`src/drive_run_pkg.sv`:
```
// Constants, register map and types for the drive run and shutoff logic
package drive_run_pkg;

  // Clock and timing
  localparam int unsigned CLK_HZ           = 20_000_000;
  localparam int unsigned CLK_PERIOD_NS    = 1_000_000_000 / CLK_HZ;
  localparam int unsigned SECOND_NS        = 1_000_000_000;
  localparam int unsigned SECOND_CYCLES    = SECOND_NS / CLK_PERIOD_NS;
  localparam int unsigned SHUTOFF_RESP_NS  = 2_000_000;
  localparam int unsigned SHUTOFF_RESP_CYC = SHUTOFF_RESP_NS / CLK_PERIOD_NS;
  localparam int unsigned OTHER_RESP_NS    = 20_000_000;
  localparam int unsigned OTHER_RESP_CYC   = OTHER_RESP_NS / CLK_PERIOD_NS;
  localparam int          TICK_W           = 25;

  // Input terminals and function codes
  localparam int          TERM_N        = 5;
  localparam int          CODE_W        = 7;
  localparam logic [6:0]  FN_SECOND_SET = 7'h03;
  localparam logic [6:0]  FN_SHUTOFF    = 7'h18;
  localparam logic [6:0]  FN_FWD_START  = 7'h3c;
  localparam logic [6:0]  FN_REV_START  = 7'h3d;
  localparam logic [6:0]  FN_LOW_SPEED  = 7'h00;
  localparam logic [6:0]  FN_MID_SPEED  = 7'h01;
  localparam logic [6:0]  FN_HIGH_SPEED = 7'h02;

  // Shutoff polarity setting
  localparam logic [2:0]  POL_NO_BOTH   = 3'h0;
  localparam logic [2:0]  POL_NC_BOTH   = 3'h2;
  localparam logic [2:0]  POL_NC_EXT    = 3'h4;
  localparam logic [2:0]  POL_RESET     = POL_NO_BOTH;

  // Stop selection setting
  localparam int          STOP_W        = 14;
  localparam logic [13:0] STOP_TIMED_MAX = 14'h0064;
  localparam logic [13:0] STOP_3W_MIN   = 14'h03e8;
  localparam logic [13:0] STOP_3W_MAX   = 14'h044c;
  localparam logic [13:0] STOP_3W_DECEL = 14'h22b8;
  localparam logic [13:0] STOP_2W_DECEL = 14'h270f;
  localparam logic [13:0] STOP_RESET    = STOP_2W_DECEL;

  // APB register map (byte addresses)
  localparam int          ADDR_W        = 8;
  localparam logic [7:0]  OFS_POLARITY  = 8'h00;
  localparam logic [7:0]  OFS_STOPSEL   = 8'h04;
  localparam logic [7:0]  OFS_COMM      = 8'h08;
  localparam logic [7:0]  OFS_STATUS    = 8'h0c;
  localparam logic [7:0]  OFS_ASSIGN0   = 8'h10;
  localparam logic [7:0]  OFS_ASSIGN4   = 8'h20;
  localparam int          COMM_SHUTOFF_BIT = 0;

  // Status register field positions
  localparam int          ST_TERM_LSB   = 0;
  localparam int          ST_SHUTOFF    = 8;
  localparam int          ST_OUT_ON     = 9;
  localparam int          ST_REVERSE    = 10;
  localparam int          ST_DECEL      = 11;
  localparam int          ST_SECOND     = 12;
  localparam int          ST_TIMER_LSB  = 16;

  // Reset terminal assignment: forward, reverse, low, middle, high speed
  localparam logic [34:0] ASSIGN_RESET  = {FN_HIGH_SPEED, FN_MID_SPEED, FN_LOW_SPEED,
                                           FN_REV_START, FN_FWD_START};

  typedef enum logic [1:0] {
    ST_IDLE,
    ST_RUN,
    ST_DECEL_STOP
  } run_state_t;

endpackage

```
`src/drive_run_shutoff_logic.sv`:
```
// Run command decode and output shutoff decision with APB control registers
//
// Local design decisions: the APB interface to the registers and the register offsets.
`timescale 1ns/10ps

// Functional notes
// Active shutoff cuts output at once, no ramp
// Shutoff routed by assigning code 24 to terminal
// No start while shutoff input is active
// Start removal decelerates; shutoff makes motor coast
// Polarity 0 NO, 2 NC, 4 external NC
// Operation enabled only for the listed states
// External shutoff acts in every operation mode
// Second-function input selects second parameter set
// All second-set parameters switch together
// Stop 0-100 s: coast after that delay
// Stop 1000-1100 s: coast after value minus 1000
// Stop 9999: two-wire start, decelerate on removal
// 8888 or 1000-1100: run plus direction inputs
// Two-wire: one input runs, none or both stop
// Shutoff acts within 2 ms, others 20 ms
// Function on several terminals combines by OR
// Inputs sampled synchronously, shutoff decided before run
module drive_run_shutoff_logic
  import drive_run_pkg::*;
#(
  parameter int unsigned SEC_CYCLES = SECOND_CYCLES
) (
  input  wire logic                clk,
  input  wire logic                rst_n,
  input  wire logic                ce,
  input  wire logic [TERM_N-1:0]   termIn,
  input  wire logic                decelDone,
  input  wire logic                psel,
  input  wire logic                penable,
  input  wire logic                pwrite,
  input  wire logic [ADDR_W-1:0]   paddr,
  input  wire logic [31:0]         pwdata,
  output logic      [31:0]         prdata,
  output logic                     pready,
  output logic                     pslverr,
  output logic                     outputOn,
  output logic                     runReverse,
  output logic                     decelerating,
  output logic                     coastStop,
  output logic                     secondSet,
  output logic                     shutoffActive
);

  typedef struct packed {
    logic [TERM_N-1:0]        termMeta;
    logic [TERM_N-1:0]        termSync;
    logic [2:0]               polarity;
    logic [STOP_W-1:0]        stopSel;
    logic                     commShutoff;
    logic [TERM_N*CODE_W-1:0] fnAssign;
    run_state_t               state;
    logic [6:0]               timer;
    logic [TICK_W-1:0]        tick;
    logic                     outOn;
    logic                     reverse;
    logic                     decel;
    logic                     coast;
    logic                     second;
    logic                     shutoff;
    logic [31:0]              rdata;
    logic                     ready;
    logic                     slverr;
  } state_t;

  state_t cur;
  state_t next_cur;

  // OR of every synchronised terminal that carries the given function code
  function automatic logic anyAssigned(input logic [TERM_N*CODE_W-1:0] asg,
                                       input logic [TERM_N-1:0] term,
                                       input logic [CODE_W-1:0] code);
    logic hit;
    hit = 1'b0;
    for (int i = 0; i < TERM_N; i++) begin
      if (asg[i*CODE_W +: CODE_W] == code && term[i]) begin
        hit = 1'b1;
      end
    end
    return hit;
  endfunction

  // Operation permitted for the external and communication shutoff levels
  function automatic logic shutoffClear(input logic [2:0] pol,
                                        input logic ext,
                                        input logic comm);
    logic ok;
    unique case (pol)
      POL_NC_BOTH: ok = ext && comm;
      POL_NC_EXT:  ok = ext && !comm;
      // Codes other than 2 and 4 act as normally open
      default:     ok = !ext && !comm;
    endcase
    return ok;
  endfunction

  // True when a setting lies inside an inclusive range
  function automatic logic inRange(input logic [STOP_W-1:0] v,
                                   input logic [STOP_W-1:0] lo,
                                   input logic [STOP_W-1:0] hi);
    return v >= lo && v <= hi;
  endfunction

  // Terminal code words sit one aligned word apart
  function automatic logic isAssignAddr(input logic [ADDR_W-1:0] a);
    return a >= OFS_ASSIGN0 && a <= OFS_ASSIGN4 && a[1:0] == 2'h0;
  endfunction

  // Terminal number for an assignment word address
  function automatic int assignIndex(input logic [ADDR_W-1:0] a);
    logic [ADDR_W-1:0] ofs;
    ofs = a - OFS_ASSIGN0;
    return int'(ofs >> 2);
  endfunction

  // Register read decode; bit 32 flags an unmapped address
  function automatic logic [32:0] readReg(input state_t s, input logic [ADDR_W-1:0] a);
    logic [32:0] r;
    int          idx;
    r   = '0;
    idx = 0;
    if (a == OFS_POLARITY) begin
      r[2:0] = s.polarity;
    end else if (a == OFS_STOPSEL) begin
      r[STOP_W-1:0] = s.stopSel;
    end else if (a == OFS_COMM) begin
      r[COMM_SHUTOFF_BIT] = s.commShutoff;
    end else if (a == OFS_STATUS) begin
      r[ST_TERM_LSB +: TERM_N] = s.termSync;
      r[ST_SHUTOFF]            = s.shutoff;
      r[ST_OUT_ON]             = s.outOn;
      r[ST_REVERSE]            = s.reverse;
      r[ST_DECEL]              = s.decel;
      r[ST_SECOND]             = s.second;
      r[ST_TIMER_LSB +: 7]     = s.timer;
    end else if (isAssignAddr(a)) begin
      idx = assignIndex(a);
      r[CODE_W-1:0] = s.fnAssign[idx*CODE_W +: CODE_W];
    end else begin
      r[32] = 1'b1;
    end
    return r;
  endfunction

  logic                extShutoff;
  logic                fwdIn;
  logic                revIn;
  logic                threeWire;
  logic                timedStop;
  logic [6:0]          stopSecs;
  logic                runCmd;
  logic                runRev;
  logic                allowRun;
  logic                wrEn;
  logic [32:0]         rd;
  logic                setupCycle;

  always_comb begin
    next_cur = cur;

    // Two-stage synchroniser on the terminal pins
    next_cur.termMeta = termIn;
    next_cur.termSync = cur.termMeta;

    // Function routing from terminal assignment
    extShutoff = anyAssigned(cur.fnAssign, cur.termSync, FN_SHUTOFF);
    fwdIn      = anyAssigned(cur.fnAssign, cur.termSync, FN_FWD_START);
    revIn      = anyAssigned(cur.fnAssign, cur.termSync, FN_REV_START);
    next_cur.second = anyAssigned(cur.fnAssign, cur.termSync, FN_SECOND_SET);

    // Shutoff decision from both sources, independent of operation mode
    allowRun = shutoffClear(cur.polarity, extShutoff, cur.commShutoff);
    next_cur.shutoff = !allowRun;

    // Stop selection decoding
    threeWire = inRange(cur.stopSel, STOP_3W_MIN, STOP_3W_MAX)
                || cur.stopSel == STOP_3W_DECEL;
    timedStop = cur.stopSel <= STOP_TIMED_MAX
                || inRange(cur.stopSel, STOP_3W_MIN, STOP_3W_MAX);
    if (cur.stopSel <= STOP_TIMED_MAX) begin
      stopSecs = cur.stopSel[6:0];
    end else begin
      stopSecs = 7'(cur.stopSel - STOP_3W_MIN);
    end

    // Start decoding: run plus direction, or forward and reverse starts
    if (threeWire) begin
      runCmd = fwdIn;
      runRev = revIn;
    end else begin
      runCmd = fwdIn ^ revIn;
      runRev = revIn;
    end

    // Run state machine; the shutoff check comes first
    next_cur.coast = 1'b0;
    if (!allowRun) begin
      next_cur.state = ST_IDLE;
      next_cur.coast = cur.state != ST_IDLE;
      next_cur.timer = '0;
      next_cur.tick  = '0;
    end else begin
      unique case (cur.state)
        ST_IDLE: begin
          if (runCmd) begin
            next_cur.state   = ST_RUN;
            next_cur.reverse = runRev;
          end
        end
        ST_RUN: begin
          if (runCmd) begin
            next_cur.reverse = runRev;
          end else if (timedStop && stopSecs == 7'h00) begin
            next_cur.state = ST_IDLE;
            next_cur.coast = 1'b1;
          end else begin
            next_cur.state = ST_DECEL_STOP;
            // Only timed stops show a countdown in the status word
            next_cur.timer = timedStop ? stopSecs : 7'h00;
            next_cur.tick  = '0;
          end
        end
        ST_DECEL_STOP: begin
          if (runCmd) begin
            next_cur.state   = ST_RUN;
            next_cur.reverse = runRev;
            next_cur.timer   = '0;
          end else if (timedStop) begin
            // One tick per second of delay; coast when it runs out
            if (cur.tick == TICK_W'(SEC_CYCLES - 1)) begin
              next_cur.tick  = '0;
              next_cur.timer = cur.timer - 7'h01;
              if (cur.timer == 7'h01) begin
                next_cur.state = ST_IDLE;
                next_cur.coast = 1'b1;
              end
            end else begin
              next_cur.tick = cur.tick + TICK_W'(1);
            end
          end else if (decelDone) begin
            next_cur.state = ST_IDLE;
          end
        end
        // Unused state code falls back to idle
        default: begin
          next_cur.state = ST_IDLE;
        end
      endcase
    end
    next_cur.outOn = next_cur.state != ST_IDLE;
    next_cur.decel = next_cur.state == ST_DECEL_STOP;

    // APB slave: answer one cycle after setup, write on the accepting edge
    // Setup cycle not yet answered
    setupCycle = psel && !penable && !cur.ready;
    wrEn = psel && penable && cur.ready && pwrite;
    rd   = readReg(cur, paddr);
    next_cur.ready  = setupCycle;
    next_cur.slverr = setupCycle && rd[32];
    if (setupCycle) begin
      next_cur.rdata = pwrite ? 32'h0 : rd[31:0];
    end else if (!(psel && penable)) begin
      next_cur.rdata = '0;
    end
    // Words flagged at setup take no write
    if (wrEn && !cur.slverr) begin
      if (paddr == OFS_POLARITY) begin
        next_cur.polarity = pwdata[2:0];
      end else if (paddr == OFS_STOPSEL) begin
        next_cur.stopSel = pwdata[STOP_W-1:0];
      end else if (paddr == OFS_COMM) begin
        next_cur.commShutoff = pwdata[COMM_SHUTOFF_BIT];
      end else if (isAssignAddr(paddr)) begin
        next_cur.fnAssign[assignIndex(paddr)*CODE_W +: CODE_W] = pwdata[CODE_W-1:0];
      end
    end
  end

  // All state registered here; clock enable low freezes everything
  always_ff @(posedge clk or negedge rst_n) begin
    if (!rst_n) begin
      cur          <= '0;
      cur.polarity <= POL_RESET;
      cur.stopSel  <= STOP_RESET;
      cur.fnAssign <= ASSIGN_RESET;
      cur.state    <= ST_IDLE;
    end else if (ce) begin
      cur <= next_cur;
    end
  end

  assign prdata        = cur.rdata;
  assign pready        = cur.ready;
  assign pslverr       = cur.slverr;
  assign outputOn      = cur.outOn;
  assign runReverse    = cur.reverse;
  assign decelerating  = cur.decel;
  assign coastStop     = cur.coast;
  assign secondSet     = cur.second;
  assign shutoffActive = cur.shutoff;

endmodule

```
`config.mk`:
```
export PLATFORM = sky130hd
export DESIGN_NAME = drive_run_shutoff_logic
export DESIGN_NICKNAME = d
export VERILOG_FILES = /design/src/drive_run_pkg.sv /design/src/drive_run_shutoff_logic.sv
export SDC_FILE = /design/constraint.sdc
export NUM_CORES = 1
export LEC_CHECK = 0
export BUFFER_PORTS_ARGS = -buffer_cell sky130_fd_sc_hd__buf_4
export CAP_MARGIN = 25
export CORE_MARGIN = 2
export CORE_UTILIZATION = 30
export CTS_CLUSTER_SIZE = 30
export DETAILED_ROUTE_END_ITERATION = 10
export SYNTH_ARGS = -nofsm -noshare
export SYNTH_HDL_FRONTEND = slang
export SYNTH_SLANG_ARGS = --single-unit
```
`constraint.sdc`:
```
create_clock -name clk -period 3.6 [get_ports clk]
set_clock_uncertainty 0.15 [all_clocks]
set_input_delay 0.72 -clock clk [delete_from_list [all_inputs] [get_ports clk]]
set_output_delay 0.72 -clock clk [all_outputs]
set_load 0.01 [all_outputs]
```
# == After elaboration in Yosys (flattened, before gate mapping) ==
# Cells that the tools add are included.
# classes
n_mux,73
n_shift,3
reduce_logical,57
n_bitwise,4
n_eq_ne,39
n_div,0
multipliers,1
order_cmp,5
n_addsub,5
# op_table
operator,count
32-bit two-way mux,4
"7-bit by 6-bit == test with 1-bit output, second input constant",10
34-bit two-way mux,2
32-bit case mux with 2 select lines,1
7-bit two-way mux,8
25-bit two-way mux,2
1-bit two-way mux,36
35-bit bitwise mux,1
"7-bit by 2-bit == test with 1-bit output, second input constant",5
"7-bit by 5-bit == test with 1-bit output, second input constant",5
"7-bit by 33-bit variable shift with 35-bit output, first input constant",1
35-bit by 32-bit indexed part select with 7-bit output,1
7-bit by 33-bit indexed part select with 35-bit output,1
1-bit logical AND,34
9-bit negation with 33-bit output,1
"25-bit by 1-bit adder with 25-bit output, second input constant",1
"25-bit == test, second input constant",1
23-bit two-way mux,1
5-bit two-way mux,4
9-bit two-way mux,2
6-bit AND reduction,3
"8-bit by 4-bit == test with 1-bit output, second input constant",2
"14-bit == test, second input constant",1
"14-bit by 10-bit greater-or-equal comparator with 1-bit output, second input constant",1
other kinds (37),59
# word_totals
ram_bits,0
output_inout_bits,40
register_bits,137
input_bits,52
mem_bits_ro,0
latch_bits,0
elab_cells,205
memories,0

# == Depth between registers and ports, before layout ==
# Gate-level depths: netlist of the first run.
# logic_depth
depth_word,13
depth_mapped,14

# == Worst setup path after synthesis of the first run ==
# No wires, ideal clock.
# synth_timing
kind,input -> register
from,input paddr[2]
to,register cur[100] in the netlist's numbering
setup_slack_ns,0.208
stages,12
t_arrival_ns,3.106
cell_sequence,clkbuf_1 -> clkbuf_1 -> inv_1 -> ha_1 -> or2_2 -> o21ai_0 -> and3_1 -> and3_1 -> nand3b_1 -> clkbuf_1 -> nand2_1 -> o21ai_0
# synth_via
elab_chain_cells,5
# synth_lines
item,line,source
from (decl),drive_run_shutoff_logic.sv:37,"input wire logic [ADDR_W-1:0] paddr,"
8-bit by 5-bit subtractor with 8-bit output,drive_run_shutoff_logic.sv:117,ofs = a - OFS_ASSIGN0;
6-bit by 3-bit multiplier with 9-bit output,drive_run_shutoff_logic.sv:279,next_cur.fnAssign[assignIndex(paddr)*CODE_W +: CODE_W] = pwdata[CODE_W-1:0];
9-bit negation with 33-bit output,drive_run_shutoff_logic.sv:279,
7-bit by 33-bit indexed part select with 35-bit output or 7-bit by 33-bit variable shift with 35-bit output (tied branches),drive_run_shutoff_logic.sv:279,
35-bit bitwise mux,drive_run_shutoff_logic.sv:279,
to (signal assigned),drive_run_shutoff_logic.sv:293,cur <= next_cur;
to (decl),drive_run_shutoff_logic.sv:71,state_t cur;
# Several ways; a longest one is shown, not always the timed one.
# A chain may end at the register's enable or synchronous reset.

# == Worst setup path in the final report of the first run ==
# layout_timing
from,register cur[127] in the netlist's numbering
to,register cur[70] in the netlist's numbering
# layout_via
elab_chain_cells,11
# layout_lines
item,line,source
1-bit logical AND,drive_run_shutoff_logic.sv:81,if (asg[i*CODE_W +: CODE_W] == code && term[i]) begin
1-bit two-way mux (5 in a row),drive_run_shutoff_logic.sv:81,
1-bit logical NOT or 1-bit XOR (tied branches),"drive_run_shutoff_logic.sv:97, drive_run_shutoff_logic.sv:196",
1-bit logical AND or 1-bit two-way mux (tied branches),"drive_run_shutoff_logic.sv:97, drive_run_shutoff_logic.sv:192",
1-bit case mux with 2 select lines or 9-bit two-way mux (tied branches),"drive_run_shutoff_logic.sv:93, drive_run_shutoff_logic.sv:229",
"4-bit inequality test (no line), or another cell as far along",-,
6-bit AND reduction (no line) or 34-bit two-way mux (tied branches),-,
# Several ways; a longest one is shown, not always the timed one.

==> results.md, run 1 <==
- Site row count: 58
- Post-synthesis sequential area ratio: 0.420
- RSZ-0062 raised after global routing: no
- TritonCTS Sinks: 126
- Most frequent cells in the layout: nand2_1 (111), dfrtp_1 (107), buf_4 (84)
- Detailed Place HPWL: roughly 15000 µm
- Cell leakage power: ~3.7 nW
- Die area: between 20000 and 30000 µm²
- Max Freq: between 300 and 400 MHz
- Synth Warn #: 0
- Int Pwr: approximately 2.7 mW
- Final nets: 928
- Clock share of power: 0.468
- Initial core utilization: 0.303
- Initial DRC count: 448
- Setup tns final: 0 ns
- Hold crit path type: input port to async pin
- Outcome: completed
- Largest fanout on the critical path: 11
- Area contributors post-synth: dfrtp_1 (35%), dfstp_2 (6.6%), nand2_1 (5.5%)
- Largest net degree at the start of global routing: 53
- Avg Inst Size Synth: between 9 and 10 µm²
- Vias in the first global route: 6087
- Power share of the combinational group: 0.116
- Clock-pin transition on the worst setup and hold timing paths: 0.05 ns
- Cell variety after synth: 76
- Routed len/inst: 17.0 µm
- Ant. Diodes: 0
- Required time worst endpoint: 3.77 ns
- Setup violations, final: 0
- # fillers: 2536
- Post-route DRC: 0
- Min Tclk post-route: around 3.3 ns
- I/O pin count: 92
- CTS H-tree depth: 4
- Yosys top cell area share: 0.354
- DRT Wirelength: around 20000 µm
- Die height: approximately 160 µm
- DRT Pass-1 Iters: 8
- Hold Buf Count CTS: 0
- Final period util: 0.915
- Syn Inst Count: 809
- Routed Antenna Nets: 0
- Worst Setup Start Kind: flip-flop
- Number of synthesized register bits: 126
- Critical path type: flip-flop to flip-flop
- Core box area: about 25000 µm²
- Vias: between 6000 and 7000
- Post-CTS setup buffers: 0
- Worst setup EP type: flip-flop
- Die W: 163 µm
- Max Slew Vio Count: 0
- Ys flop type: dfrtp_1
- Worst hold margin: ~0.19 ns
- CTS tree: done
- Port bufs: 62
- Top cell type by total area after synthesis: dfrtp_1
- Root Buffer: clkbuf_16
- Reg power frac: 0.417
- Clk buf depth: 2
- Peak ir drop on the vdd network: 0.000266 V
- Initial antenna violation count: 0
- Tot GR Track Use: 0.159
- # resized after CTS: 0
- P_sw: ~990 µW
- Commonest non-fill, non-tap cell in the layout: nand2_1
- Net Sw Frac: 0.265
- Cell area after synthesis: 7560 µm²
- Number of max-cap violations: 0
- Vias per inst: 5.24
- Layout cell share with drive strength beyond 1: 0.231
- Slew @ Worst Pin: 0.776 ns
- First-pass GRT wire length: 33400 µm
- Max_slew headroom: 0.481
- Hold Violations, Final: 0
- Gr ovfl total: 0
- GPL Wtd Cong: 0.878
- Area Growth Syn to Fin: 17.5%
- Skew-Pair Late Insertion Delay: 0.42 ns
- EDFF count, synth: 0
- Power Density: about 420 nW/µm²
- Async set-reset flop share out of synthesis: 1.00
- CTS Buf Count: 17
- Arrival time at the worst endpoint: about 3.5 ns
==> final timing paths <==
check                      depth (start not counted)      from  slack (ns)          to
min                                                1     rst_n        0.19  prdata[18]
max reg2reg                                       10  cur[127]        0.31     cur[70]
max in group asynchronous                          2     rst_n        2.25    cur[130]
min reg2reg                                        2   cur[86]        0.34     cur[86]
max                                               10  cur[127]        0.31     cur[70]
min in group clk                                   2   cur[86]        0.34     cur[86]
==> routing by layer <==
metal / part of all wire / GRT usage / up-vias
li1: - / - / 3049
met1: 0.47 / 0.219 / 3066
met2: 0.46 / 0.254 / 161
met3: 0.046 / 0.0272 / 20
met4: 0.015 / 0.0507 / 0
met5: 0 / 0 / -
==> flip-flops by register name, summed over array words and instances, names as in the netlist <==
| signal | cells |
|---|---|
| pslverr | 1 |
| decelerating | 1 |
| cur | 97 |
| secondSet | 1 |
| runReverse | 1 |
| outputOn | 1 |
| shutoffActive | 1 |
| prdata | 21 |
| coastStop | 1 |
| pready | 1 |
==> logic make-up (layout without fill, tap and decap cells) <==
logic type / after synthesis / count (layout) / share of synthesized area
AO/OA/AOI/OAI: 197 / 197 / 0.176
XOR/XNOR: 6 / 6 / 0.00695
adder cells (fa/ha/maj): 17 / 17 / 0.0281
buffers and inverters: 98 / 151 / 0.0674
flip-flops: 126 / 126 / 0.420
multiplexers: 41 / 41 / 0.0715
other: 1 / 11 / 0.000496
AND/OR/NAND/NOR: 323 / 323 / 0.229
==> Yosys cell counts, drive strengths merged (5+ instances only) <==
library cell and count:
nor4 12, nor4b 8, nand2b 7, and3 17, nand4 14, dfstp 19, o22ai 6, nor3 18
o31ai 14, or2 8, nor2b 13, ha 17, o41ai 7, nor4bb 7, nand4b 7, nand3 20
nand2 111, a22o 15, a21oi 21, clkbuf 25, o21ai 82, buf 39, a31oi 7, mux2 34
mux4 7, nor2 51, a222oi 7, o211ai 5, a211oi 5, inv 34, dfrtp 107, and2 7
==> power groups by stage <==
stage / registers (mW) / logic [mW] / clock network [mW]
3_3_place_gp: 1.58 / 0.428 / 0
6_report: 1.55 / 0.432 / 1.74
5_1_grt: 1.56 / 0.490 / 1.83
2_1_floorplan: 1.56 / 0.272 / 0
4_1_cts: 1.55 / 0.436 / 1.78
3_5_place_dp: 1.58 / 0.434 / 0
==> metrics by stage <==
step	setup WS, ns	total power, mW	area, µm²	utilization	std cells
after floorplan	0.208	1.83	7590	-	819
after global placement	0.380	2.00	8280	0.331	1170
after detailed placement	0.335	2.01	8280	0.331	1170
after CTS	0.317	3.77	8870	0.356	1202
after global routing	0.131	3.89	8870	0.356	1202
final	0.306	3.73	8870	0.356	1202
==> worst max-delay path: stages (launching register included) <==
cell,delay [ns]
dfrtp_1,0.47
and4b_1,0.27
o2bb2ai_1,0.13
nor4b_1,0.58
buf_4,0.23
nor2_1,0.05
xor2_1,0.25
buf_4,0.24
o21ai_0,0.25
or2_2,0.41
o221ai_1,0.18
==> cell type report <==
class,count,area (µm²),share of cell area
sequential,126,3180,0.358
multi-input combinational,595,3910,0.440
timing repair buffer,85,651,0.0733
clock inverter,14,170,0.0192
tap,330,413,0.0465
inverter,34,128,0.0144
clock buffer,18,429,0.0484
(Power assumes the default switching activity.)
==> run 2, diff against run 1 <==
Settings changed: PLACE_DENSITY set to 0.51, REMOVE_ABC_BUFFERS set to 1.
==> run 2 against run 1 <==
  * Clock power up 9%
  * Die area did not move
  * Core utilization is 0.28 points higher
  * Combinational power hardly changed
  * Global-route usage about the same
  * Fmax rose by 0.54%
  * Via count grew 0.25%
  * Hold slack got worse by 0.0074 ns
  * Design area is 0.78% higher
  * Total power is 4.4% higher
  * Largest cell class unchanged
  * Sequential share of layout area decreased by 0.28 points
==> results.md, run 2 (synthesis results as in run 1) <==
- DR WL met2: between 9000 and 10000 µm
- # fillers: ~2600
- Power Total: 3.89 mW
- Slowest stage delay, CP: between 0.5 and 0.6 ns
- Hold Violations, Final: 0
- Die W: roughly 160 µm
- CTS Buf Count: 17
- Vias in the first global route: 5882
- DRT Pass-1 Iters: 5
- Initial core utilization: 0.303
- Crit-path slowest cell: or4b_1
- Initial DRC count: about 500
- Routed Antenna Nets: 0
- Hold Buf Count CTS: 0
- Max Freq: about 300 MHz
- Area Growth Syn to Fin: 18.4%
- Highest Signal Layer: met4
- DP Cell Count: ~1200
- First-pass GRT wire length: 32800 µm
- Area occupied by multi-input gates: 3910 µm²
- Core box area: 25000 µm²
- WL met1: 10000 µm
- Critical path type: flip-flop to flip-flop
- Most flop-heavy register: cur
- Wire length on met3: roughly 1000 µm
- Die height: 163 µm
- Number of max-cap violations: 0
- Worst Setup Start Kind: flip-flop
- Initial antenna violation count: 0
- Root Buffer: clkbuf_16
- CTS tree: done
- Max_slew headroom: 0.487
- Arrival time at the worst endpoint: about 3.5 ns
- Final period util: 0.910
- Largest net degree at the start of global routing: 74
- Reg power frac: 0.400
- Clock-pin transition on the worst setup and hold timing paths: 0.06 ns
- GPL Wtd Cong: 0.853
- Routed len/inst: 17.3 µm
- # resized after CTS: 0
- Power Density: 435 nW/µm²
- Clock share of power: 0.489
- Post-route DRC: 0
- Non-Filler Instances: 1204
- Cell leakage power: 3.76 nW
- Peak ir drop on the vdd network: 0.000321 V
- Outcome: completed
- Setup WS pre-CTS: roughly 0.30 ns
- Min Tclk post-route: 3.28 ns
- Detailed Place HPWL: 15400 µm
- Vias: 6312
- Skew-Pair Late Insertion Delay: 0.42 ns
- Setup tns final: 0 ns
- Int Pwr: 2.91 mW
- Clk buf depth: 2
- Ant. Diodes: 0
- Die area: 26500 µm²
- DRT Wirelength: 20900 µm
- Final nets: 930
- FF+latch area: about 3200 µm²
- Final setup margin: 0.324 ns
- Power share of the combinational group: 0.111
- Commonest non-fill, non-tap cell in the layout: nand2_1
- Max Slew Vio Count: 0
- Gr ovfl total: 0
- Hold crit path type: input port to async pin
- Number of flip-flops in the largest register: 97
- Most frequent cells in the layout: nand2_1 (111), dfrtp_1 (107), buf_4 (85)
- Crit-path cells: or4b_1 -> or4_4 -> and3_4 -> nor4_4 -> o211ai_2 -> inv_2 -> nand4_4 -> buf_4 -> o31ai_1
- TritonCTS Sinks: ~130
- Required time worst endpoint: 3.77 ns
- Site row count: 58
- CTS H-tree depth: 4
- Layout cell share with drive strength beyond 1: 0.231
- Setup violations, final: 0
- Slew @ Worst Pin: between 0.7 and 0.8 ns
- Largest fanout on the critical path: 16
- Port bufs: 62
- Tot GR Track Use: 0.159
- Net Sw Frac: 0.252
- P_sw: 980 µW
- Worst setup EP type: flip-flop
- I/O pin count: 92
- RSZ-0062 raised after global routing: no
- Vias per inst: 5.24
- Post-CTS setup buffers: 0
-- run 2: cell count changes in the layout (fill, tap and decap cells not counted) --
cell / delta
clkinvlp_4: +1
inv_6: -1
clkinv_4: -4
buf_6: +1
buf_4: +1
clkbuf_8: +2
clkinv_2: -1
clkbuf_1: +1
bufinv_16: +2
-- run 2: stage by stage --
step / hold WS (ns) / util / area [µm²]
2_1_floorplan: 0.274 / - / 7210
3_3_place_gp: 0.333 / 0.332 / 8290
3_5_place_dp: 0.336 / 0.332 / 8290
4_1_cts: 0.202 / 0.358 / 8940
5_1_grt: 0.240 / 0.358 / 8940
6_report: 0.180 / 0.358 / 8940
-- run 2: path summary, 6_finish.rpt --
| kind | start | end | slack [ns] | depth (start not counted) |
|---|---|---|---|---|
| max | cur[83] | cur[50] | 0.32 | 9 |
| min | rst_n | cur[47] | 0.18 | 1 |
| max reg2reg | cur[83] | cur[50] | 0.32 | 9 |
| min reg2reg | cur[86] | cur[86] | 0.35 | 2 |
| max in group asynchronous | rst_n | cur[112] | 2.32 | 2 |
| min in group clk | cur[86] | cur[86] | 0.35 | 2 |
-- run 2: power groups by stage --
stage	Sequential (mW)	Clock, mW	Combinational (mW)
2_1_floorplan	1.56	0	0.244
3_3_place_gp	1.58	0	0.436
6_report	1.56	1.90	0.430
5_1_grt	1.57	2.00	0.486
3_5_place_dp	1.58	0	0.433
4_1_cts	1.56	1.94	0.436
-- run 2: per-layer routing --
| metal | track usage | up-vias |
|---|---|---|
| li1 | - | 3058 |
| met4 | 0.0571 | 0 |
| met2 | 0.242 | 170 |
| met3 | 0.0336 | 32 |
| met5 | 0 | - |
| met1 | 0.223 | 3052 |
-- run 2: final cells by class --
| type | count | area share |
|---|---|---|
| tap | 330 | 0.0462 |
| clock buffer | 21 | 0.0515 |
| timing repair buffer | 87 | 0.0748 |
| clock inverter | 11 | 0.0211 |
| sequential | 126 | 0.355 |
| multi-input combinational | 595 | 0.437 |
| inverter | 34 | 0.0143 |
-- run 2: worst max-delay path, delay by kind of cell, from the launching register on --
kind            cells  cell delay (ns)
buf+inv             2             0.40
simple gates        5             1.89
flops               1             0.38
compound gates      2             0.37
==> run 3, diff against run 2 <==
Settings changed: PLACE_DENSITY 0.51 to 0.46, SETUP_SLACK_MARGIN set to 0.15.
==> run 3 against run 2 <==
  * Sequential power barely moved
  * Total power barely moved
  * Fmax rose by 0.56%
  * Cell count barely moved
  * Critical path depth did not move
  * Setup slack improved by 0.018 ns
  * Register-to-register slack improved by 0.02 ns
  * Clock power barely moved
  * Via count fell by 0.65%
  * Critical path type unchanged
  * Largest cell class unchanged
  * Largest power group unchanged
==> results.md, run 3 (synthesis results as in run 1) <==
- Outcome: completed
- P_sw: 1.02 mW
- Die area: 26500 µm²
- Hold Violations, Final: 0
- Slowest stage delay, CP: 0.58 ns
- Peak ir drop on the vdd network: 0.000334 V
- Core box area: 25000 µm²
- Crit path buf inv count: 1
- Area Growth Syn to Fin: 18.4%
- Min Tclk post-route: roughly 3.3 ns
- GPL Wtd Cong: ~0.87
- # resized after CTS: 0
- Root Buffer: clkbuf_16
- Clock share of power: 0.487
- Number of flip-flops in the largest register: a little under 100
- Clk buf depth: 2
- Highest Signal Layer: met4
- Die height: 163 µm
- I/O pin count: 92
- Commonest non-fill, non-tap cell in the layout: nand2_1
- Layout cell share with drive strength beyond 1: 0.233
- DRT Pass-1 Iters: 4
- Site row count: 58
- Die W: 163 µm
- Post-CTS setup buffers: 0
- Fin area: 8950 µm²
- Setup tns final: 0 ns
- Critical path type: flip-flop to flip-flop
- Post-route DRC: 0
- Vias: ~6300
- Worst Setup Start Kind: flip-flop
- RSZ-0062 raised after global routing: yes
- Max Freq: 307 MHz
- TritonCTS Sinks: 126
- Largest fanout on the critical path: 28
- Worst R2R Path Depth: 9
- Register-to-register setup slack: 0.34 ns
- Power share of the combinational group: 0.113
- First-pass GRT wire length: 34500 µm
- Worst setup EP type: flip-flop
- Vias per inst: 5.21
- DR WL met2: approximately 9800 µm
- Reg power frac: 0.401
- Routed Antenna Nets: 0
- Port bufs: between 60 and 70
- Routed len/inst: 17.9 µm
- Worst path top cell family by delay: simple AND/OR/NAND/NOR gates
- Most flop-heavy register: cur
- CTS tree: done
- Power Total: 3.89 mW
- Most frequent cells in the layout: nand2_1 (111), dfrtp_1 (107), buf_4 (83)
- Number of max-cap violations: 0
- WP depth: 9
- Initial antenna violation count: 0
- Setup violations, final: 0
- Placed instance area: 8300 µm²
- Required time worst endpoint: approximately 3.8 ns
- Wire length on met3: 818 µm
- Hold Buf Count CTS: 0
- CTS H-tree depth: 4
- Initial DRC count: roughly 440
- Final period util: 0.905
- Arrival time at the worst endpoint: ~3.4 ns
- Hold crit path type: input port to async pin
- Final nets: 929
- Worst setup path end: cur[44]
- Worst r2r src: cur[83]
- Skew-Pair Late Insertion Delay: 0.43 ns
- Detailed Place HPWL: 15900 µm
- DRT Wirelength: approximately 21000 µm
- Max Slew Vio Count: 0
- Crit-path slowest cell: or4b_1
- Net Sw Frac: 0.262
- Largest net degree at the start of global routing: 75
- Ant. Diodes: 0
- Slew @ Worst Pin: 0.767 ns
- Gr ovfl total: 0
- Initial core utilization: 0.303
- CTS Buf Count: 17
- Power Density: 434 nW/µm²
- Max_slew headroom: 0.488
- Clock-pin transition on the worst setup and hold timing paths: ~0.070 ns
- Vias in the first global route: between 6000 and 7000
- Setup crit start: cur[83]
- Tot GR Track Use: 0.166
- Cell leakage power: 3.77 nW
- WL met1: between 10000 and 15000 µm
- Worst r2r dst: cur[44]
- Int Pwr: 2.87 mW
- Crit-path cells: or4b_1 -> or4_4 -> nand4_1 -> o2111ai_2 -> nor2_2 -> a32oi_2 -> buf_12 -> or4_1 -> o211ai_1
## run 3: changes by cell type in the layout (fill, tap and decap cells not counted), sizes merged
cell,change
buf,-1
bufinv,-1
clkbuf,-1
clkinv,+1
inv,+1
## run 3: worst min-delay path by stage
stage           endpoint  depth (start not counted)  slack, ns       from
2_1_floorplan  coastStop                          0       0.27      rst_n
3_3_place_gp   prdata[0]                          2       0.33  prdata[0]
3_5_place_dp   prdata[0]                          2       0.32  prdata[0]
4_1_cts          cur[54]                          1       0.20      rst_n
5_1_grt          cur[54]                          1       0.23      rst_n
6_report         cur[54]                          1       0.17      rst_n
## run 3: metal layers
metal	track usage	vias to the layer above
li1	-	3048
met1	0.239	3075
met2	0.261	129
met3	0.0232	19
met4	0.0467	0
met5	0	-
## run 3: cell type report
type,count,area [µm²]
Clock buffer,20,467
Timing Repair Buffer,86,674
Sequential cell,126,3180
Tap cell,330,413
Inverter,34,128
Fill cell,2619,16000
Clock inverter,12,184
Multi-Input combinational cell,595,3910
## run 3: power by group through the flow
stage	clock, mW	combinational (mW)	sequential, mW
3_3_place_gp	0	0.442	1.58
6_report	1.89	0.439	1.56
3_5_place_dp	0	0.443	1.58
5_1_grt	1.99	0.496	1.57
2_1_floorplan	0	0.244	1.56
4_1_cts	1.93	0.445	1.56
## run 3: stage by stage
stage | utilization | setup slack [ns] | hold WS [ns] | instances
after floorplan | - | 0.351 | 0.274 | 755
after global placement | 0.332 | 0.326 | 0.332 | 1171
after detailed placement | 0.332 | 0.289 | 0.322 | 1171
after CTS | 0.359 | 0.292 | 0.198 | 1203
after global routing | 0.359 | 0.145 | 0.226 | 1203
final | 0.359 | 0.342 | 0.168 | 1203
